## src/pkg/tmr_consts.vh

```
// Function
// - Four 16-bit registers, reached bytewise over 8 bits
// - One shared 8-bit high-byte holding register
// - Low-byte write loads whole register at once
// - Low-byte read copies high byte to holder
// - Compare register reads bypass the holding register
// - Tick from prescaler or count pin edge
// - No clock source selected, counter stands still
// - Compare continuously, set flag, offer match out
// - Compare registers double buffered, mode update point
// - Capture pin or comparator edge copies counter
// - Optional noise filter before capture edge detect
// - Ceiling fixed 00FF/01FF/03FF, compare A or capture
// - Counter bottom 0000, maximum FFFF
// - Compare A as PWM ceiling: buffered, no output in modes 11 and 15, output kept in mode 9
// - Four flags, shared flag and mask registers
// - Control registers plain single-byte read/write
// - Control bits keep legacy positions
// - CPU counter write beats any count action
// - Capture flag set with copy, cleared by one
`ifndef TMR_CONSTS_VH
`define TMR_CONSTS_VH
// Register addresses
`define TMR_A_CTRL_A 4'h0
`define TMR_A_CTRL_B 4'h1
`define TMR_A_CNT_L 4'h2
`define TMR_A_CNT_H 4'h3
`define TMR_A_CMPA_L 4'h4
`define TMR_A_CMPA_H 4'h5
`define TMR_A_CMPB_L 4'h6
`define TMR_A_CMPB_H 4'h7
`define TMR_A_CAP_L 4'h8
`define TMR_A_CAP_H 4'h9
`define TMR_A_FLAG 4'hA
`define TMR_A_MASK 4'hB
`define TMR_A_PSR 4'hC
// Flag and mask bit positions
`define TMR_F_CAP 3
`define TMR_F_CMPA 2
`define TMR_F_CMPB 1
`define TMR_F_OVF 0
// Control B fields
`define TMR_B_NOISE 7
`define TMR_B_EDGE 6
`define TMR_B_ACSRC 5
`define TMR_B_WGM3 4
`define TMR_B_WGM2 3
// Control A fields
`define TMR_A_FOCA 3
`define TMR_A_FOCB 2
// Fixed ceilings and limits
`define TMR_TOP8 16'h00FF
`define TMR_TOP9 16'h01FF
`define TMR_TOP10 16'h03FF
`define TMR_BOTTOM 16'h0000
`define TMR_MAX 16'hFFFF
// Reset values
`define TMR_RST16 16'h0000
`define TMR_RST8 8'h00
// Noise filter depth
`define TMR_NF_LEN 4
`endif

```

## src/rtl/tmr_core.v

```verilog
// Implementation choices: the plain strobed port and the register addresses.
`timescale 1ns/10ps
`default_nettype none
`include "tmr_consts.vh"
// 16-bit timer core seen through an 8-bit bus
module tmr_core #(
	parameter NF_LEN = `TMR_NF_LEN
) (
	// Clock and reset
	input wire clk,
	input wire nrst,
	// Register port
	input wire [3:0] addr,
	input wire [7:0] wdata,
	input wire wr,
	input wire rd,
	output reg [7:0] rdata,
	// Pins and sources
	input wire external_count_pin,
	input wire capture_pin,
	input wire comparator_output,
	input wire irq_ack_ovf,
	input wire irq_ack_cmpa,
	input wire irq_ack_cmpb,
	input wire irq_ack_cap,
	// Compare results, waveform outputs and interrupt request
	output reg match_a,
	output reg match_b,
	output reg wave_out_a,
	output reg wave_out_b,
	output reg irq
);
	// Storage
	// Running count, written whole from holder plus low byte
	reg [15:0] counter_value_reg;
	// Active compare values seen by the comparators
	reg [15:0] compare_reg_a_reg; // Active compare A
	reg [15:0] compare_reg_b_reg; // Active compare B
	// CPU side copies, moved across at the update point
	reg [15:0] buf_a_reg; // CPU side buffer A
	reg [15:0] buf_b_reg; // CPU side buffer B
	// Time stamp of the last accepted capture event
	reg [15:0] capture_reg_reg;
	// One holder for every 16-bit register, so pairs must not interleave
	reg [7:0] hold_reg; // Shared high-byte holder
	// Control bytes, plain single-byte access
	reg [7:0] control_reg_a_reg;
	reg [7:0] control_reg_b_reg;
	// Flags and their masks, same bit order
	reg [3:0] shared_flag_reg_reg;
	reg [3:0] shared_mask_reg_reg;
	// Prescaler runs whatever the clock select says
	reg [9:0] presc_reg; // Free running prescaler
	// Direction only matters in the up-down modes
	reg dir_down_reg; // Counting down in phase-correct
	// Decoded mode and clock select
	wire [3:0] wgm; // Waveform mode, four bits
	wire [2:0] csel; // Clock select field
	// Single-cycle edge pulses from the pin front ends
	wire ext_edge; // Count pin edge
	wire cap_edge; // Capture trigger edge
	// One-cycle count enable
	reg timer_tick;
	// Ceiling for the current mode
	reg [15:0] top;
	// High when compare writes wait for the update point
	reg buffered;
	// Up-down counting mode
	wire pwm_phase;
	// Counter at ceiling or at zero
	wire at_top;
	wire at_bot;
	// Compare buffer transfer strobe
	wire upd_point;
	// CPU write to the counter low byte
	wire cnt_wr;
	// Capture register serves as the ceiling
	wire cap_top;

	assign wgm = {control_reg_b_reg[`TMR_B_WGM3], control_reg_b_reg[`TMR_B_WGM2],
		control_reg_a_reg[1:0]};
	assign csel = control_reg_b_reg[2:0];

	tmr_edge_sync #(.FILT(2)) u_ext (
		.clk(clk),
		.nrst(nrst),
		.filt_en(1'b0),
		.rise_sel(csel[0]),
		.sig_in(external_count_pin),
		.edge_out(ext_edge)
	);

	// capture source is pin or comparator
	tmr_edge_sync #(.FILT(NF_LEN)) u_cap (
		.clk(clk),
		.nrst(nrst),
		.filt_en(control_reg_b_reg[`TMR_B_NOISE]),
		.rise_sel(control_reg_b_reg[`TMR_B_EDGE]),
		.sig_in(control_reg_b_reg[`TMR_B_ACSRC] ? comparator_output : capture_pin),
		.edge_out(cap_edge)
	);

	// tick selection from prescaler taps or pin
	always @* begin
		case (csel)
			3'h1: timer_tick = 1'b1;
			3'h2: timer_tick = (presc_reg[2:0] == 3'h7);
			3'h3: timer_tick = (presc_reg[5:0] == 6'h3F);
			3'h4: timer_tick = (presc_reg[7:0] == 8'hFF);
			3'h5: timer_tick = (presc_reg == 10'h3FF);
			3'h6: timer_tick = ext_edge;
			3'h7: timer_tick = ext_edge;
			default: timer_tick = 1'b0;
		endcase
	end

	// compare A as ceiling is the active value, buffered except in mode 4
	always @* begin
		case (wgm)
			4'h1, 4'h5: top = `TMR_TOP8;
			4'h2, 4'h6: top = `TMR_TOP9;
			4'h3, 4'h7: top = `TMR_TOP10;
			4'h4, 4'h9, 4'hB, 4'hF: top = compare_reg_a_reg;
			4'h8, 4'hA, 4'hC, 4'hE: top = capture_reg_reg;
			default: top = `TMR_MAX;
		endcase
		// Normal and clear-on-match write straight through
		buffered = !(wgm == 4'h0 || wgm == 4'h4 || wgm == 4'hC);
	end

	// Phase-correct modes count up then down
	assign pwm_phase = (wgm == 4'h1) || (wgm == 4'h2) || (wgm == 4'h3) ||
		(wgm[3] && !wgm[2]);
	assign at_top = (counter_value_reg == top);
	assign at_bot = (counter_value_reg == `TMR_BOTTOM);
	// update at top (fast) or bottom (phase)
	assign upd_point = timer_tick && (pwm_phase ? at_bot : at_top);
	assign cnt_wr = wr && (addr == `TMR_A_CNT_L);
	// Modes 8, 10, 12 and 14 use the capture register as ceiling,
	// so a trigger must not overwrite the running period there
	assign cap_top = wgm[3] && !wgm[0];

	// Prescaler, reset by command bit
	// A reset here shifts the phase of every prescaled tick
	always @(posedge clk or negedge nrst) begin
		if (!nrst) begin
			presc_reg <= 10'h000;
		end else if (wr && addr == `TMR_A_PSR && wdata[0]) begin
			presc_reg <= 10'h000;
		end else begin
			presc_reg <= presc_reg + 10'h001;
		end
	end

	// Counter and direction
	always @(posedge clk or negedge nrst) begin
		if (!nrst) begin
			counter_value_reg <= `TMR_RST16;
			dir_down_reg <= 1'b0;
		end else if (cnt_wr) begin
			counter_value_reg <= {hold_reg, wdata};
		end else if (timer_tick) begin
			// Up-down modes turn at both ends
			if (pwm_phase) begin
				// Turn down at the ceiling
				if (at_top) begin
					dir_down_reg <= 1'b1;
					counter_value_reg <= counter_value_reg - 16'h0001;
				end else if (at_bot) begin
					// Turn up at zero
					dir_down_reg <= 1'b0;
					counter_value_reg <= counter_value_reg + 16'h0001;
				end else if (dir_down_reg) begin
					counter_value_reg <= counter_value_reg - 16'h0001;
				end else begin
					counter_value_reg <= counter_value_reg + 16'h0001;
				end
			end else if (at_top) begin
				// Single-slope modes wrap to zero
				counter_value_reg <= `TMR_BOTTOM;
			end else begin
				counter_value_reg <= counter_value_reg + 16'h0001;
			end
		end
	end

	// Compare buffers, capture, holder and control
	always @(posedge clk or negedge nrst) begin
		if (!nrst) begin
			compare_reg_a_reg <= `TMR_RST16;
			compare_reg_b_reg <= `TMR_RST16;
			buf_a_reg <= `TMR_RST16;
			buf_b_reg <= `TMR_RST16;
			capture_reg_reg <= `TMR_RST16;
			hold_reg <= `TMR_RST8;
			control_reg_a_reg <= `TMR_RST8;
			control_reg_b_reg <= `TMR_RST8;
			shared_mask_reg_reg <= 4'h0;
		end else begin
			if (!buffered || upd_point) begin
				compare_reg_a_reg <= buf_a_reg;
				compare_reg_b_reg <= buf_b_reg;
			end
			// capture copies counter, not in capture-ceiling modes
			if (cap_edge && !cap_top) begin
				capture_reg_reg <= counter_value_reg;
			end
			if (wr) begin
				case (addr)
					// plain byte control access
					// Force bits are strobes only, never stored
					`TMR_A_CTRL_A: control_reg_a_reg <= {6'h00, wdata[1:0]};
					`TMR_A_CTRL_B: control_reg_b_reg <= wdata;
					// all high writes land in holder
					`TMR_A_CNT_H, `TMR_A_CMPA_H, `TMR_A_CMPB_H, `TMR_A_CAP_H: hold_reg <= wdata;
					`TMR_A_CMPA_L: buf_a_reg <= {hold_reg, wdata};
					`TMR_A_CMPB_L: buf_b_reg <= {hold_reg, wdata};
					`TMR_A_CAP_L: capture_reg_reg <= {hold_reg, wdata};
					`TMR_A_MASK: shared_mask_reg_reg <= wdata[3:0];
					default: hold_reg <= hold_reg;
				endcase
			end else if (rd) begin
				if (addr == `TMR_A_CNT_L) begin
					hold_reg <= counter_value_reg[15:8];
				end else if (addr == `TMR_A_CAP_L) begin
					hold_reg <= capture_reg_reg[15:8];
				end
			end
		end
	end

	// capture flag set with copy, cleared by one or ack
	always @(posedge clk or negedge nrst) begin : flags
		reg [3:0] set_v;
		reg [3:0] clr_v;
		if (!nrst) begin
			shared_flag_reg_reg <= 4'h0;
		end else begin
			set_v = 4'h0;
			set_v[`TMR_F_OVF] = timer_tick &&
				(pwm_phase ? at_bot : (wgm == 4'h0 ? counter_value_reg == `TMR_MAX : at_top));
			set_v[`TMR_F_CMPA] = timer_tick && counter_value_reg == compare_reg_a_reg;
			set_v[`TMR_F_CMPB] = timer_tick && counter_value_reg == compare_reg_b_reg;
			set_v[`TMR_F_CAP] = cap_edge && !cap_top;
			// Capture flag marks the ceiling when capture sets it
			if (cap_top) begin
				set_v[`TMR_F_CAP] = timer_tick && at_top;
			end
			clr_v = {irq_ack_cap, irq_ack_cmpa, irq_ack_cmpb, irq_ack_ovf};
			if (wr && addr == `TMR_A_FLAG) begin
				clr_v = clr_v | wdata[3:0];
			end
			shared_flag_reg_reg <= (shared_flag_reg_reg & ~clr_v) | set_v;
		end
	end

	// match to waveform side, force bits strobe it
	// compare A gives no wave in modes 11 and 15; as ceiling in modes 4 and 9 it still drives one
	always @(posedge clk or negedge nrst) begin
		if (!nrst) begin
			match_a <= 1'b0;
			match_b <= 1'b0;
			wave_out_a <= 1'b0;
			wave_out_b <= 1'b0;
			irq <= 1'b0;
		end else begin
			// Level while equal, plus one pulse per force strobe
			match_a <= (counter_value_reg == compare_reg_a_reg) ||
				(wr && addr == `TMR_A_CTRL_A && wdata[`TMR_A_FOCA]);
			match_b <= (counter_value_reg == compare_reg_b_reg) ||
				(wr && addr == `TMR_A_CTRL_A && wdata[`TMR_A_FOCB]);
			wave_out_a <= (wgm == 4'hB || wgm == 4'hF) ? 1'b0 :
				(counter_value_reg < compare_reg_a_reg);
			wave_out_b <= counter_value_reg < compare_reg_b_reg;
			// Request follows flags one cycle late
			irq <= |(shared_flag_reg_reg & shared_mask_reg_reg);
		end
	end

	// Read data one cycle after strobe
	// Zero outside the answer cycle so a bus OR stays clean
	always @(posedge clk or negedge nrst) begin
		if (!nrst) begin
			rdata <= 8'h00;
		end else if (rd) begin
			case (addr)
				`TMR_A_CTRL_A: rdata <= control_reg_a_reg;
				`TMR_A_CTRL_B: rdata <= control_reg_b_reg;
				// Low byte read also fills the holder
				`TMR_A_CNT_L: rdata <= counter_value_reg[7:0];
				`TMR_A_CNT_H, `TMR_A_CAP_H: rdata <= hold_reg;
				`TMR_A_CMPA_L: rdata <= buf_a_reg[7:0];
				`TMR_A_CMPA_H: rdata <= buf_a_reg[15:8];
				`TMR_A_CMPB_L: rdata <= buf_b_reg[7:0];
				`TMR_A_CMPB_H: rdata <= buf_b_reg[15:8];
				`TMR_A_CAP_L: rdata <= capture_reg_reg[7:0];
				// Upper flag and mask bits read zero
				`TMR_A_FLAG: rdata <= {4'h0, shared_flag_reg_reg};
				`TMR_A_MASK: rdata <= {4'h0, shared_mask_reg_reg};
				// Unmapped reads zero
				default: rdata <= 8'h00;
			endcase
		end else begin
			rdata <= 8'h00;
		end
	end
endmodule
`default_nettype wire

```

## src/rtl/tmr_edge_sync.v

```verilog
`timescale 1ns/10ps
`default_nettype none
// Synchroniser, optional spike filter and edge detector
module tmr_edge_sync #(
	parameter FILT = 4
) (
	// Clock and reset
	input wire clk,
	input wire nrst,
	// Control
	input wire filt_en,
	input wire rise_sel,
	// Signal
	input wire sig_in,
	output reg edge_out
);
	reg s1_reg; // First stage, read only by s2
	reg s2_reg;
	reg [FILT-1:0] hist_reg; // Filter history
	reg filt_reg; // Filtered level
	reg prev_reg; // Level one cycle ago
	wire cur;
	wire all1;
	wire all0;
	assign all1 = &{hist_reg, s2_reg};
	assign all0 = ~|{hist_reg, s2_reg};
	// Filter only changes on agreeing samples, spikes die out
	assign cur = filt_en ? filt_reg : s2_reg;
	// Sample, filter and detect
	always @(posedge clk or negedge nrst) begin
		if (!nrst) begin
			s1_reg <= 1'b0;
			s2_reg <= 1'b0;
			hist_reg <= {FILT{1'b0}};
			filt_reg <= 1'b0;
			prev_reg <= 1'b0;
			edge_out <= 1'b0;
		end else begin
			s1_reg <= sig_in;
			s2_reg <= s1_reg;
			hist_reg <= {hist_reg[FILT-2:0], s2_reg};
			if (all1) begin
				filt_reg <= 1'b1;
			end else if (all0) begin
				filt_reg <= 1'b0;
			end
			prev_reg <= cur;
			edge_out <= rise_sel ? (cur & ~prev_reg) : (~cur & prev_reg);
		end
	end
endmodule
`default_nettype wire

```

## config.mk

```make
export PLATFORM = sky130hd
export DESIGN_NAME = tmr_core
export DESIGN_NICKNAME = d
export VERILOG_FILES = /design/src/rtl/tmr_core.v /design/src/rtl/tmr_edge_sync.v
export VERILOG_INCLUDE_DIRS = /design/src /design/src/pkg
export SDC_FILE = /design/constraint.sdc
export NUM_CORES = 1
export LEC_CHECK = 0
export BUFFER_PORTS_ARGS = -buffer_cell sky130_fd_sc_hd__buf_2
export CORE_MARGIN = 1
export CORE_UTILIZATION = 55
export DETAILED_ROUTE_END_ITERATION = 12
export GPL_ROUTABILITY_DRIVEN = 0
export GPL_TIMING_DRIVEN = 0
export HOLD_SLACK_MARGIN = 0.02
export PLACE_DENSITY_LB_ADDON = 0.12
export SETUP_SLACK_MARGIN = 0.2
export SLEW_MARGIN = 20
export SYNTH_ARGS = -nofsm -noshare
export SYNTH_HDL_FRONTEND = slang
export SYNTH_SLANG_ARGS = --single-unit
```

## constraint.sdc

```tcl
create_clock -name clk -period 8.1 [get_ports clk]
set_input_delay 1.62 -clock clk [delete_from_list [all_inputs] [get_ports clk]]
set_output_delay 1.62 -clock clk [all_outputs]
set_load 0.02 [all_outputs]
```

# Word-level counts from Yosys, hierarchy flattened
# Cells that the tools add are included.
# word_totals
inputBits	23
regBits	159
out_inout_bits	13
# op_classes
bitwise	14
addsub	3
n_reduce_logical	52
mux	34
n_eq_ne	43
n_lt_le_gt_ge	2
# op_table
operator	count
$mux W16	10
$pmux W8 S11	1
$pmux W16 S5	1
$eq A16 B16 Y1	3
$eq A4 B4 Y1 const B	12
$mux W8	6
$eq A4 B3 Y1 const B	8
$lt A16 B16 Y1	2
$add A16 B1 Y16 const B	1
$eq A16 B16 Y1 const B	1
$eq A4 B2 Y1 const B	4
$logic_not A16 Y1	1
$reduce_or A4 Y1	4
$sub A16 B1 Y16 const B	1
$eq A3 B3 Y1 const B	5
$logic_and A1 B1 Y1	15
$mux W1	13
$add A10 B1 Y10 const B	1
$eq A10 B10 Y1 const B	1
$mux W10	1
$reduce_and A2 Y1	5
$reduce_or A2 Y1	5
$logic_or A1 B1 Y1	9
$and A4 B4 Y4	2
20 further kinds	36

# Longest topological paths before layout
# logic_depth
depth_word	8
ltp_mapped	13
ltp_nobuf	12

# Modules after synthesis
# Synthesis repeated with hierarchy kept, for this count alone.
# unflattened
hier_cells	994
hier_area_um2	9714.3
# by_module_without_submodules
module	instances	seq_area_each_um2	cells_each	area_each_um2
tmr_core	1	3653.5	962	9193.8
tmr_edge_sync (u_cap)	1	225.2	17	289.0
tmr_edge_sync (u_ext)	1	175.2	15	231.5

# Least setup slack after synthesis
# No wires, ideal clock.
# synth_timing
kind	input-to-reg
from	in addr[1]
to	reg hold_reg[1]
stages	8
n_path_buf	3
arrival_time_ns	3.398
path_slack_ns	4.577
path_cell_list	clkbuf_1 nor2b_1 clkbuf_1 and2_1 buf_1 mux2i_1 o21ai_0 mux2_2
# synth_between
elab_chain_len	4
word_cells_on_any_way	13
cone_classes	7 x eq/ne; 3 x mux; 3 x reduce/logical
# synth_lines
item	line	rtl
start: declaration	tmr_core.v:13	input wire [3:0] addr,
$eq A4 B3 Y1 (tied with other cells)	tmr_core.v:209	case (addr)
$reduce_or A4 Y1 or $mux W8 (tied branches)	tmr_core.v:209, tmr_core.v:223	
$ne A2 B1 Y1 (no source line) or $mux W8 (tied branches)	-	
$reduce_and A3 Y1 (no source line) or $mux W8 (tied branches)	-	
end signal: assignment	tmr_core.v:215	`TMR_A_CNT_H, `TMR_A_CMPA_H, `TMR_A_CMPB_H, `TMR_A_CAP_H: hold_reg <= wdata;
end signal: assignment	tmr_core.v:220	default: hold_reg <= hold_reg;
end signal: assignment	tmr_core.v:224	hold_reg <= counter_value_reg[15:8];
end: declaration	tmr_core.v:45	reg [7:0] hold_reg;
# Parallel ways exist; a longest one is shown, timed or not. The select of a mux whose other input is x is not followed.
# A chain may end at the register's enable or synchronous reset.

# Worst setup path after layout
# layout_timing
from	reg counter_value_reg[2]
to	reg compare_reg_a_reg[11]
# layout_between
elab_chain_len	4
word_cells_on_any_way	5
cone_classes	1 x eq/ne; 1 x mux; 3 x reduce/logical
# layout_lines
item	line	rtl
start: declaration	tmr_core.v:35	reg [15:0] counter_value_reg;
start signal: assignment	tmr_core.v:158	counter_value_reg <= `TMR_RST16;
start signal: assignment	tmr_core.v:161	counter_value_reg <= {hold_reg, wdata};
start signal: assignment	tmr_core.v:168	counter_value_reg <= counter_value_reg - 16'h0001;
$eq A16 B16 Y1 or $logic_not A16 Y1 (tied branches)	-	
$mux W1 *	tmr_core.v:137	assign upd_point = timer_tick && (pwm_phase ? at_bot : at_top);
$logic_and A1 B1 Y1 *	tmr_core.v:137	
$logic_or A1 B1 Y1 *	tmr_core.v:200	if (!buffered || upd_point) begin
end signal: assignment	tmr_core.v:190	compare_reg_a_reg <= `TMR_RST16;
end signal: assignment	tmr_core.v:201	compare_reg_a_reg <= buf_a_reg;
end: declaration	tmr_core.v:37	reg [15:0] compare_reg_a_reg;
# Every way passes the cells marked *; elsewhere a longest branch is shown, timed or not.

==> results.json <==
{
  "fin_crit_sh_pct": 46.9,
  "critPathRequiredTime_ns": 8.43,
  "yosysSeqAreaShare_pct": 41.5,
  "cts_resized": 0,
  "die_x_microns": 134,
  "dpl_cell_area_sq_um": 10000,
  "drv_cap": 0,
  "netlist_area_sq_um": 9580,
  "dp_hpwl_microns": 22200,
  "fp-row-count": 47,
  "finalSetupViolations": 0,
  "area_growth_pct": 11.0,
  "dr.pass1.iters": 6,
  "r2r-start": "counter_value_reg[2]",
  "post_cts_buffers": 0,
  "path_class": "reg -> reg",
  "viasPerCell": 6.56,
  "cts_made_buffers": 17,
  "drv_slew": 0,
  "yosys_warnings": 0,
  "initial_core_util_pct": 57.0,
  "grt_usage_pct": 37.0,
  "fin_tns_setup_ns": 0,
  "crit_start": "counter_value_reg[2]",
  "worstPathArrival_ns": 4.13,
  "cts_htree_levels": 4,
  "detail-route-antenna-nets": 0,
  "syn_nets": 1045,
  "ios": 36,
  "async_reset_ff_share_pct": 100,
  "fmax_mhz": 263,
  "drt_wl_total_microns": 31500,
  "nFillCells": 1386,
  "grt.overflow.total": 0,
  "grt_use_met1_pct": 50.7,
  "syn_avg_cell_area_sq_um": 9.73,
  "hp-start": "u_cap.s1_reg",
  "antenna_found_initial": 1,
  "post_drt_wl_per_cell_microns": 24.9,
  "slew_headroom_pct": 24.5,
  "clock_latency_ns": 0.45,
  "synth-seq-cells": 159,
  "muxShareOfSynthArea_pct": 16.8,
  "synth_top_family_by_area": "multiplexers",
  "synth-edff-count": 0,
  "clk_pin_slew_ns": 0.08,
  "met2_usage_pct": 53.2,
  "crit_fanout": 10,
  "cts.sinks": 159,
  "rsz0062_at_grt": "no",
  "postLayoutCellArea_sq_um": 10600,
  "numPortBuffers": 28,
  "synth-compound-area-share_pct": 15.3,
  "max_stage_delay_ns": 0.52,
  "cp_top_family": "compound AO/OA/AOI/OAI gates",
  "skew_ns": 0.0150,
  "ctsHoldBuffers": 0,
  "root_buffer": "clkbuf_16",
  "synth.distinct_cells": 71,
  "fp.dieH_microns": 134,
  "grt-busiest-layer": "met2",
  "holdCritPathClass": "reg -> reg",
  "first_iter_violations": 1174,
  "crit_path_end_kind": "register",
  "synth_fa_ha_area_share_pct": 4.83,
  "fp.coreArea_sq_um": 16800,
  "clockBufferDepth": 2,
  "ir_drop_v": 0.000200,
  "die_area_sq_um": 17900,
  "synth_flop_cell": "dfrtp_1",
  "hold_slack_ns": 0.365,
  "leakage_nw": 4.68,
  "power_density_nw_per_um2": 354,
  "crit_chain": "clkbuf_1 > inv_1 > o22ai_1 > o31ai_1 > nand4_1 > nor4_2 > nand4_2 > a221oi_2 > o21ai_2 > buf_6 > mux2_4",
  "synth-simple-area-share_pct": 14.9,
  "nets": 1093,
  "drc_errors": 0,
  "synth-xor-area-share_pct": 1.83,
  "hold_violations": 0,
  "outcome": "completed",
  "finalCriticalPeriod_ns": 3.80,
  "worst_slew_pin_slew_ns": 1.13,
  "crit_buf_inv": 3,
  "grt_max_degree": 87,
  "slowest_stage": "a221oi_2",
  "synthesis.instances": 985,
  "drive_above_1_share_pct": 16.7,
  "grt_pass1_wl_microns": 48200,
  "grtUsageMet3_pct": 11.0,
  "vias": 8307,
  "first_global_vias": 7824,
  "start_kind": "register",
  "cts_tree": "done"
}
-- per-layer routing --
metal  wire, microns  up-vias
li1                -     3663
met1           12800     3962
met2           13200      550
met3            3810      132
met4            1670        0
met5               0        -
-- power breakdown --
part / switching [mW] / internal (mW) / leakage [nW] / total (mW)
Clock: 0.401 / 0.414 / 0.283 / 0.815
Sequential: 0.393 / 1.07 / 1.95 / 1.46
Combinational: 0.811 / 0.672 / 2.45 / 1.48
Total: 1.61 / 2.15 / 4.68 / 3.76
-- worst reg2reg max path, stage by stage (launching register included) --
cell,delay [ns]
dfrtp_1,0.42
clkbuf_1,0.32
inv_1,0.33
o22ai_1,0.13
o31ai_1,0.38
nand4_1,0.18
nor4_2,0.33
nand4_2,0.27
a221oi_2,0.52
o21ai_2,0.25
buf_6,0.24
mux2_4,0.31
-- layout by cell type, fill, tap and decap left out, types with 7 or more instances in the layout --
cell,count
dfrtp_1,159
nand2_1,90
nor2_1,70
mux2_2,62
o21ai_0,59
clkbuf_1,54
inv_1,45
mux2i_1,42
a21oi_1,41
nand3_1,39
ha_1,37
buf_2,31
mux2_4,31
nor3_1,17
clkbuf_16,17
a31oi_1,16
xnor2_1,14
nor2b_1,13
o22ai_1,12
nand2b_1,11
nand4_1,10
or3_1,10
and3_1,9
a22oi_1,9
a21o_1,9
buf_1,7
o31ai_1,7
o21a_1,7
-- through the flow --
step                setup WS (ns)  std cells  power (mW)  utilization, %
floorplan                    4.58        985        2.36               -
global placement             2.96       1233        2.85            59.4
CTS                          4.40       1266        3.71            63.2
global route                 4.18       1266        3.95            63.2
detailed placement           3.93       1234        2.89            59.6
finish                       4.30       1267        3.76            63.2
-- cells by family after synthesis --
logic type                 Yosys count
and+or+nand+nor                    297
AOI/OAI and AO/OA                  221
DFF                                159
muxes                              137
buffers and inverters              114
adders and majority gates           37
xor gates and xnor gates            20
-- area by class of cell --
type	count	area, sq um	area share [%]
clock inverters	15	171	1.61
repair buffers	29	178	1.67
plain buffers	69	290	2.73
diodes	1	2.50	0.0235
well taps	220	275	2.59
inverters	45	169	1.59
clock buffers	17	425	4.00
flip-flops and latches	159	3980	37.4
multi-input cells	712	5140	48.4
-- cell usage after synthesis (all sizes together), types with 3 or more instances --
cell type	count	area share [%]
ha	37	4.8
or4	3	0.24
a31oi	16	1.0
a221o	3	0.31
xor2	6	0.55
inv	45	1.8
nor2b	13	0.85
mux2	95	12
a32oi	3	0.27
nor2	70	2.7
clkbuf	54	2.1
mux2i	42	4.4
a211oi	6	0.47
a21oi	41	2.1
nand2b	11	0.72
xnor2	14	1.3
nand4	11	0.78
a222oi	4	0.42
o32a	4	0.42
nand2	91	3.6
nand3b	5	0.39
o221ai	4	0.37
a22oi	9	0.71
a221oi	3	0.34
nor3	17	0.89
o31a	3	0.27
nor3b	3	0.24
a22o	6	0.55
o31ai	7	0.55
nor4	5	0.46
nand3	39	2.0
dfrtp	159	42
o21ai	62	3.3
o211ai	3	0.24
and3	9	0.59
or3	10	0.65
o21a	7	0.55
a21o	9	0.71
o22ai	13	0.91
buf	15	0.91
and2	4	0.26
-- final timing paths --
| kind | end | slack, ns | cells after the start |
|---|---|---|---|
| min in group asynchronous | counter_value_reg[8] | 1.12 | 1 |
| worst min-delay path | u_cap.s2_reg | 0.36 | 0 |
| max in group asynchronous | compare_reg_b_reg[6] | 6.15 | 2 |
| worst max-delay path | compare_reg_a_reg[11] | 4.30 | 11 |
| worst max register to register | compare_reg_a_reg[11] | 4.30 | 11 |
| worst min register to register | u_cap.s2_reg | 0.36 | 0 |
Power figures use the tool's default switching activity.
